## config.mk

```make
export PLATFORM = sky130hd
export DESIGN_NAME = pio_hs
export DESIGN_NICKNAME = d
export VERILOG_FILES = /design/src/pio_hs_pkg.sv /design/src/pio_hs.sv
export SDC_FILE = /design/constraint.sdc
export NUM_CORES = 1
export LEC_CHECK = 0
export CELL_PAD_IN_SITES_DETAIL_PLACEMENT = 1
export CELL_PAD_IN_SITES_GLOBAL_PLACEMENT = 2
export CORE_UTILIZATION = 40
export DETAILED_ROUTE_END_ITERATION = 7
export DONT_BUFFER_PORTS = 1
export PLACE_DENSITY_LB_ADDON = 0.1
export SETUP_SLACK_MARGIN = 0.05
export SYNTH_ARGS = -nofsm -noshare
export SYNTH_HDL_FRONTEND = slang
export SYNTH_SLANG_ARGS = --single-unit
```

## constraint.sdc

```tcl
create_clock -name I_CLK -period 5.67 [get_ports I_CLK]
set_clock_uncertainty 0.15 [all_clocks]
set_input_delay 0 -clock I_CLK [delete_from_list [all_inputs] [get_ports I_CLK]]
set_output_delay 0 -clock I_CLK [all_outputs]
set_load 0.1 [all_outputs]
```

## src/pio_hs_pkg.sv

```systemverilog
// Package for the parallel port handshake block: register map, fields, reset values
package pio_hs_pkg;

  // Register indices; the byte address is four times the index
  localparam logic [15:0] IDX_PORT_A_DATA  = 16'h1000;
  localparam logic [15:0] IDX_PIO_CTRL     = 16'h1002;
  localparam logic [15:0] IDX_PORT_C_DATA  = 16'h1003;
  localparam logic [15:0] IDX_PORT_B_DATA  = 16'h1004;
  localparam logic [15:0] IDX_PORT_C_LATCH = 16'h1005;
  localparam logic [15:0] IDX_PORT_C_DIR   = 16'h1007;
  localparam logic [15:0] IDX_MODE_CTRL    = 16'h1010;

  // Control register layout, bit 7 down to bit 0
  typedef struct packed {
    logic strobe_a_flag;
    logic strobe_a_irq_en;
    logic port_c_open_drain;
    logic full_handshake_sel;
    logic handshake_direction_sel;
    logic pulsed_strobe_sel;
    logic strobe_a_edge_sel;
    logic strobe_b_polarity;
  } parallel_io_ctrl_s;

  localparam logic [7:0] PARALLEL_IO_CTRL_RST      = 8'h03;
  localparam logic [7:0] PORT_RST      = 8'h00;
  localparam logic [7:0] DIR_RST       = 8'h00;
  localparam logic       SINGLE_CHIP_RST = 1'b1;
  localparam int         MODE_SINGLE_BIT = 0;

  // Strobe B pulse length in bus clock periods
  localparam int         STROBE_B_OUT_PULSE_CYC = 2;
  localparam logic [1:0] STROBE_B_OUT_PULSE_LD  = 2'(STROBE_B_OUT_PULSE_CYC);

endpackage : pio_hs_pkg

```

## src/pio_hs.sv

```systemverilog
// Parallel port B/C handshake block with a classic Wishbone register slave
`timescale 1ns/1ps
module pio_hs
  import pio_hs_pkg::*;
#(
  parameter int ADR_W = 16
)(
  input  wire logic             I_CLK,      // Bus clock, 100 MHz
  input  wire logic             I_SRST,     // Synchronous reset, active high
  input  wire logic             I_CYC,      // Wishbone cycle
  input  wire logic             I_STB,      // Wishbone strobe
  input  wire logic             I_WE,       // Wishbone write enable
  input  wire logic [3:0]       I_SEL,      // Wishbone byte selects
  input  wire logic [ADR_W-1:0] I_ADR,      // Wishbone byte address
  input  wire logic [31:0]      I_DAT,      // Wishbone write data
  output logic      [31:0]      O_DAT,      // Wishbone read data
  output logic                  O_ACK,      // Wishbone acknowledge
  input  wire logic             I_STROBE_A_IN,     // Strobe A pin
  output logic                  O_STROBE_B_OUT,     // Strobe B pin
  output logic                  O_IRQ,      // Strobe A interrupt request
  output logic      [7:0]       O_PB,       // Port B pins
  input  wire logic [7:0]       I_PC,       // Port C pin levels
  output logic      [7:0]       O_PC,       // Port C pin drive value
  output logic      [7:0]       O_PC_OE     // Port C output enables, high drives
);

  initial begin
    if (ADR_W < 15 || ADR_W > 32)
      $error("ADR_W must be 15 to 32");
  end

  parallel_io_ctrl_s       parallel_io_ctrl_ff;
  logic [7:0]  pa_ff, pb_ff, pc_ff, pcl_ff, dir_ff;
  logic        single_ff;
  logic        ack_ff;
  logic [31:0] dat_ff;
  logic        sa1_ff, sa2_ff, sa3_ff;
  logic        arm_ff;
  logic        hs_ff;
  logic [1:0]  pulse_ff;
  logic        strobe_b_out_ff, irq_ff;
  logic [7:0]  pbo_ff, pco_ff, pcoe_ff;

  // Bus decode
  wire       acc    = I_CYC & I_STB & ~ack_ff;
  wire       wr     = acc & I_WE & I_SEL[0];
  wire       rd     = acc & ~I_WE;
  wire [7:0] wd     = I_DAT[7:0];
  wire       hit_pa = I_ADR == ADR_W'({IDX_PORT_A_DATA, 2'b00});
  wire       hit_ct = I_ADR == ADR_W'({IDX_PIO_CTRL, 2'b00});
  wire       hit_pc = I_ADR == ADR_W'({IDX_PORT_C_DATA, 2'b00});
  wire       hit_pb = I_ADR == ADR_W'({IDX_PORT_B_DATA, 2'b00});
  wire       hit_cl = I_ADR == ADR_W'({IDX_PORT_C_LATCH, 2'b00});
  wire       hit_dr = I_ADR == ADR_W'({IDX_PORT_C_DIR, 2'b00});
  wire       hit_md = I_ADR == ADR_W'({IDX_MODE_CTRL, 2'b00});

  wire pb_wr  = wr & hit_pb;
  wire cl_wr  = wr & hit_cl;
  wire cl_rd  = rd & hit_cl;
  wire ct_rd  = rd & hit_ct;
  wire ct_wr  = wr & hit_ct;

  // Mode decode
  wire full   = parallel_io_ctrl_ff.full_handshake_sel & single_ff;
  wire out_hs = full & parallel_io_ctrl_ff.handshake_direction_sel;
  wire in_hs  = full & ~parallel_io_ctrl_ff.handshake_direction_sel;

  // Strobe A edge and level after the synchroniser
  wire strobe_a_in_rise = sa2_ff & ~sa3_ff;
  wire strobe_a_in_fall = ~sa2_ff & sa3_ff;
  wire strobe_a_in_edge = single_ff & (parallel_io_ctrl_ff.strobe_a_edge_sel ? strobe_a_in_rise : strobe_a_in_fall);
  wire strobe_a_in_lvl  = sa2_ff == parallel_io_ctrl_ff.strobe_a_edge_sel;

  // Flag set and clear
  wire flag_clr  = arm_ff & (out_hs ? cl_wr : cl_rd);
  wire nxt_flag  = strobe_a_in_edge | (parallel_io_ctrl_ff.strobe_a_flag & ~flag_clr);
  wire nxt_arm   = (ct_rd & parallel_io_ctrl_ff.strobe_a_flag) | (arm_ff & ~flag_clr & ~ct_rd);

  // Handshake strobe B state
  wire hs_done   = in_hs ? cl_rd : cl_wr;
  wire hs_init   = ct_wr & wd[4] & ~wd[3];
  wire pulse_go  = single_ff & (full ? (parallel_io_ctrl_ff.pulsed_strobe_sel & hs_done)
                                     : pb_wr);
  wire strobe_b_out_act  = single_ff & ((full & ~parallel_io_ctrl_ff.pulsed_strobe_sel) ? hs_ff
                                                                    : pulse_ff != 2'b00);
  wire nxt_strobe_b_out  = parallel_io_ctrl_ff.strobe_b_polarity ? strobe_b_out_act : ~strobe_b_out_act;

  // Port C drive; with push-pull, the three-state variation drives all lines while strobe A is active
  wire       tri_drv = out_hs & strobe_a_in_lvl;
  wire [7:0] pc_val  = tri_drv ? pcl_ff : pc_ff;
  wire [7:0] pc_en   = single_ff ? (tri_drv ? 8'hFF : dir_ff) : 8'h00;
  wire [7:0] nxt_pco = parallel_io_ctrl_ff.port_c_open_drain ? 8'h00 : pc_val;
  wire [7:0] nxt_pcoe = parallel_io_ctrl_ff.port_c_open_drain ? (pc_en & ~pc_val) : pc_en;

  // Port C reads pins for inputs and the data register for outputs
  wire [7:0] pc_rd = (I_PC & ~dir_ff) | (pc_ff & dir_ff);

  wire [7:0] rd_byte = hit_pa ? pa_ff :
                       hit_ct ? parallel_io_ctrl_ff :
                       hit_pc ? pc_rd :
                       hit_pb ? pb_ff :
                       hit_cl ? pcl_ff :
                       hit_dr ? dir_ff :
                       hit_md ? {7'h00, single_ff} : 8'h00;

  // Bus slave: one wait state, unmapped reads return zero
  always_ff @(posedge I_CLK)
  begin
    if (I_SRST)
    begin
      ack_ff <= 1'b0;
      dat_ff <= 32'h0000_0000;
    end
    else
    begin
      ack_ff <= acc;
      dat_ff <= rd ? {24'h00_0000, rd_byte} : 32'h0000_0000;
    end
  end

  // Software registers
  always_ff @(posedge I_CLK)
  begin
    if (I_SRST)
    begin
      pa_ff     <= PORT_RST;
      pb_ff     <= PORT_RST;
      pc_ff     <= PORT_RST;
      dir_ff    <= DIR_RST;
      single_ff <= SINGLE_CHIP_RST;
    end
    else
    begin
      if (wr & hit_pa)
        pa_ff <= wd;
      if (pb_wr)
        pb_ff <= wd;
      if ((wr & hit_pc) | cl_wr)
        pc_ff <= wd;
      if (wr & hit_dr)
        dir_ff <= wd;
      if (wr & hit_md)
        single_ff <= wd[MODE_SINGLE_BIT];
    end
  end

  // Control register; the flag bit is hardware owned
  always_ff @(posedge I_CLK)
  begin
    if (I_SRST)
      parallel_io_ctrl_ff <= PARALLEL_IO_CTRL_RST;
    else if (ct_wr)
      parallel_io_ctrl_ff <= {nxt_flag, wd[6:0]};
    else
      parallel_io_ctrl_ff.strobe_a_flag <= nxt_flag;
  end

  // Strobe A synchroniser and edge history
  always_ff @(posedge I_CLK)
  begin
    if (I_SRST)
    begin
      sa1_ff <= 1'b0;
      sa2_ff <= 1'b0;
      sa3_ff <= 1'b0;
      arm_ff <= 1'b0;
    end
    else
    begin
      sa1_ff <= I_STROBE_A_IN;
      sa2_ff <= sa1_ff;
      sa3_ff <= sa2_ff;
      arm_ff <= nxt_arm;
    end
  end

  // Latch: strobe A edge captures pins in input modes, software writes it too
  always_ff @(posedge I_CLK)
  begin
    if (I_SRST)
      pcl_ff <= PORT_RST;
    else if (strobe_a_in_edge & ~out_hs)
      pcl_ff <= I_PC;
    else if (cl_wr)
      pcl_ff <= wd;
  end

  // Interlocked handshake level and pulse counter
  always_ff @(posedge I_CLK)
  begin
    if (I_SRST)
    begin
      hs_ff    <= 1'b0;
      pulse_ff <= 2'b00;
    end
    else
    begin
      if (hs_init)
        hs_ff <= 1'b1;
      else if (strobe_a_in_edge & full)
        hs_ff <= 1'b0;
      else if (hs_done & full)
        hs_ff <= 1'b1;
      else if (ct_wr)
        hs_ff <= 1'b0;
      if (pulse_go)
        pulse_ff <= STROBE_B_OUT_PULSE_LD;
      else if (pulse_ff != 2'b00)
        pulse_ff <= pulse_ff - 2'b01;
    end
  end

  // Registered pin outputs
  always_ff @(posedge I_CLK)
  begin
    if (I_SRST)
    begin
      // Strobe B comes out of reset at its inactive level for the reset polarity
      strobe_b_out_ff <= ~PARALLEL_IO_CTRL_RST[0];
      irq_ff  <= 1'b0;
      pbo_ff  <= PORT_RST;
      pco_ff  <= PORT_RST;
      pcoe_ff <= DIR_RST;
    end
    else
    begin
      strobe_b_out_ff <= nxt_strobe_b_out;
      irq_ff  <= parallel_io_ctrl_ff.strobe_a_flag & parallel_io_ctrl_ff.strobe_a_irq_en;
      pbo_ff  <= single_ff ? pb_ff : PORT_RST;
      pco_ff  <= nxt_pco;
      pcoe_ff <= nxt_pcoe;
    end
  end

  assign O_DAT   = dat_ff;
  assign O_ACK   = ack_ff;
  assign O_STROBE_B_OUT  = strobe_b_out_ff;
  assign O_IRQ   = irq_ff;
  assign O_PB    = pbo_ff;
  assign O_PC    = pco_ff;
  assign O_PC_OE = pcoe_ff;
endmodule : pio_hs

```

==> summary.txt <==
Status
  • Outcome: completed

Critical path
  • Most used cell, CP: dlygate4sd3_1
  • Crit. path cell count: 9
  • WS Path Type: in -> reg
  • Worst flop-to-flop path startpoint: O_ACK
  • Critical-path top delay cell: dlygate4sd3_1
  • CP delay by family, top: buffers and inverters
  • Crit. End Element: flop
  • Worst-path maximum fanout: 6
  • Worst path arrival time: around 3800 ps
  • Buf/Inv on CP: 4
  • R2R depth: 6
  • Worst Path Required: 5790 ps
  • CP peak stage delay: 950 ps
  • Startpoint Class: primary input
  • Crit path cell chain: dlygate4sd3_1, nor4_4, dlygate4sd3_1, nand2_2, dlygate4sd3_1, nor4_4, dlygate4sd3_1, mux2i_1, nor2_1
  • FF-to-FF End: dir_ff[3]
  • Flop2flop setup slack: 2210 ps

CTS
  • Clock root buffer master: clkbuf_8
  • Setup bufs post-CTS: 0
  • Max clock buf depth: 2
  • Clock sinks: 91
  • Reg clk slew, reported paths: about 100 ps
  • Clk Latency, worst-skew pair: 370 ps
  • TritonCTS clock tree: done
  • H-tree Lvls: 3
  • CTS buffer count: 9

Min path
  • Hold Path Stages: 3
  • Hold wc startpoint: I_ADR[3]
  • WHS Endpoint: O_DAT[5]
  • Worst min-delay path class: in -> reg

Timing
  • Fin crit period: 3730 ps
  • Setup TNS: 0 ps
  • Final Hold Fails: 0
  • Final period util: 0.657
  • Final setup violating endpoints: 0
  • Unrepaired setup endpoints after global routing: no
  • Worst-Margin Slew: 971 ps
  • FMAX: 268 MHz
  • Max-slew violation count: 0
  • Relative slew slack: 0.352

Logic synthesis
  • Count of state elements after synthesis: between 90 and 100
  • Post-synth top area cell: dfxtp_1
  • Most frequent cell after synthesis: dfxtp_1
  • Seq/Total Area, Yosys: 0.433
  • Synth top area share: 0.433
  • Largest cells by area after synthesis: dfxtp_1 (43%), mux2i_1 (15%), nor2_1 (6.1%), buf_4 (4.8%), nand2_1 (2.2%)
  • Syn. warnings: 0
  • Ys async rst share: 0
  • Syn Std Cell Area: 4200 µm²
  • Distinct cells, synth: 51
  • EDFF count, synth: 0
  • Avg Cell Area, Syn: roughly 9.6 µm²
  • Post-Syn Instances: 439
  • Top cells by count, synth: dfxtp_1 (91), nor2_1 (68), mux2i_1 (62), buf_4 (27), nand2_1 (25)
  • Synth Flop Type: dfxtp_1

Routing
  • Iter 0 DRT Violations: 202
  • DR vias/cell: 5.29
  • Met2 Wirelength: 5790 µm
  • Detail Route Antenna Nets: 0
  • Met3 wire len: 523 µm
  • Drt first pass iters: 5
  • DRT Wirelength: 12,200 µm
  • Vias: 3,251
  • DRC errors left: 0
  • Max Used Layer: met4
  • Routed len/inst: ~20 µm
  • Met1 wire length: 5620 µm

Die
  • Die Ht: around 100 µm
  • Die width: 105 µm
  • Starting density of the core: 0.409
  • I/O pin cnt: 125
  • Row count: 37
  • Die area: 10,900 µm²
  • CORE AREA: just over 10,000 µm²

Power
  • PD cells: around 250 nW/µm²
  • Peak supply drop: just over 0.1 mV
  • Leakage: 1.85 nW

Global route
  • First-pass GRT wire length: about 19,000 µm
  • Antenna violations before repair: 0
  • Gr ovfl total: 0
  • Gr usage total: 0.235
  • Maximum number of pins on one net before global-route repair: 58
  • Vias in the first global route: 3,395

Place
  • Placer Congestion: 0.747
  • Placed Instance Area: between 4000 and 5000 µm²
  • PortBufs: 0
  • Dpl hpwl: 7860 µm

Cells and area
  • Ant diodes: 0
  • Share of cells above drive strength 1: 0.106
  • Fin nets: 541
  • Sequential cell area: 1820 µm²
  • Area of the multi-input gates: 2150 µm²
  • Design Area, Final: between 4000 and 5000 µm²
  • Final Util: 0.469
  • Layout area overhead: 14.7%
  • Fillers: 1,207

Flow run
  • Max Cap Viol: 0
==> placed cells by master (no fill, tap or decap), types with 9 or more instances in the layout <==
| cell type | count |
|---|---|
| and2_1 | 9 |
| nor3_1 | 10 |
| clkbuf_8 | 9 |
| mux2i_1 | 62 |
| nand2_1 | 25 |
| nand2b_1 | 10 |
| dlygate4sd3_1 | 46 |
| dfxtp_1 | 91 |
| conb_1 | 24 |
| o21ai_0 | 15 |
| nor2_1 | 68 |
==> worst max path at each step <==
| stage | from | end | slack, ps |
|---|---|---|---|
| 2_1_floorplan | O_ACK | dir_ff[0] | 3290 |
| 3_3_place_gp | O_ACK | parallel_io_ctrl_ff[0] | 2880 |
| 3_5_place_dp | O_ACK | pb_ff[2] | 2820 |
| 4_1_cts | I_ADR[10] | dir_ff[3] | 1960 |
| 5_1_grt | I_ADR[10] | dir_ff[0] | 1780 |
| 6_report | I_ADR[10] | dir_ff[3] | 1940 |
==> cell families after synthesis <==
kind of cell,synth area share
other,0.000892
AO/OA/AOI/OAI,0.0970
buffers and inverters,0.0753
AND/OR/NAND/NOR,0.218
XOR/XNOR,0.00625
flip-flops,0.433
multiplexers,0.169
==> flip-flops by register name (all words and copies together), names as in the netlist, 2 cells and up <==
signal and cells:
O_PC 8, O_DAT 8, pb_ff 8, pc_ff 8, O_PC_OE 8, O_PB 8
parallel_io_ctrl_ff 8, dir_ff 8, pulse_ff 2, pa_ff 8, pcl_ff 8
==> metal layers <==
layer	GRT usage	vias to the layer above
li1	-	1562
met1	0.312	1584
met2	0.365	86
met3	0.0482	19
met4	0.106	0
met5	0	-
==> power breakdown <==
| part | internal (mW) | switching, mW | leakage [nW] | total (mW) |
|---|---|---|---|---|
| clock network | 0.156 | 0.235 | 0.0819 | 0.391 |
| registers | 0.642 | 0.00476 | 0.734 | 0.647 |
| logic | 0.0327 | 0.112 | 1.03 | 0.144 |
==> area by class of cell <==
cell class / instances / area share
clock buffers: 10 / 0.0265
flip-flops and latches: 91 / 0.378
well taps: 136 / 0.0353
inverters: 4 / 0.00311
clock inverters: 5 / 0.00649
repair buffers: 49 / 0.104
multi-input cells: 320 / 0.447
==> worst reg2reg max path, stage by stage (launching register included) <==
cell and delay [ps]:
dfxtp_1 650, nand3b_1 480, or2_2 410, nor4_4 410
dlygate4sd3_1 950, mux2i_1 260, nor2_1 50
==> per-stage QoR <==
step	hold slack, ps	std cells	setup slack, ps	total power, mW
floorplan	-41.4	462	3290	0.778
global placement	-69.5	553	2880	0.763
detailed placement	-67.7	553	2820	0.764
CTS	5.62	615	1960	1.19
global route	39.0	615	1780	1.22
finish	14.9	615	1940	1.18
==> repair_timing <==
action	in CTS	in global routing
resized for setup	0	0
hold endpoints to repair	91	0
hold buffers	47	0
Note: power is estimated with default switching activity, not from simulation.
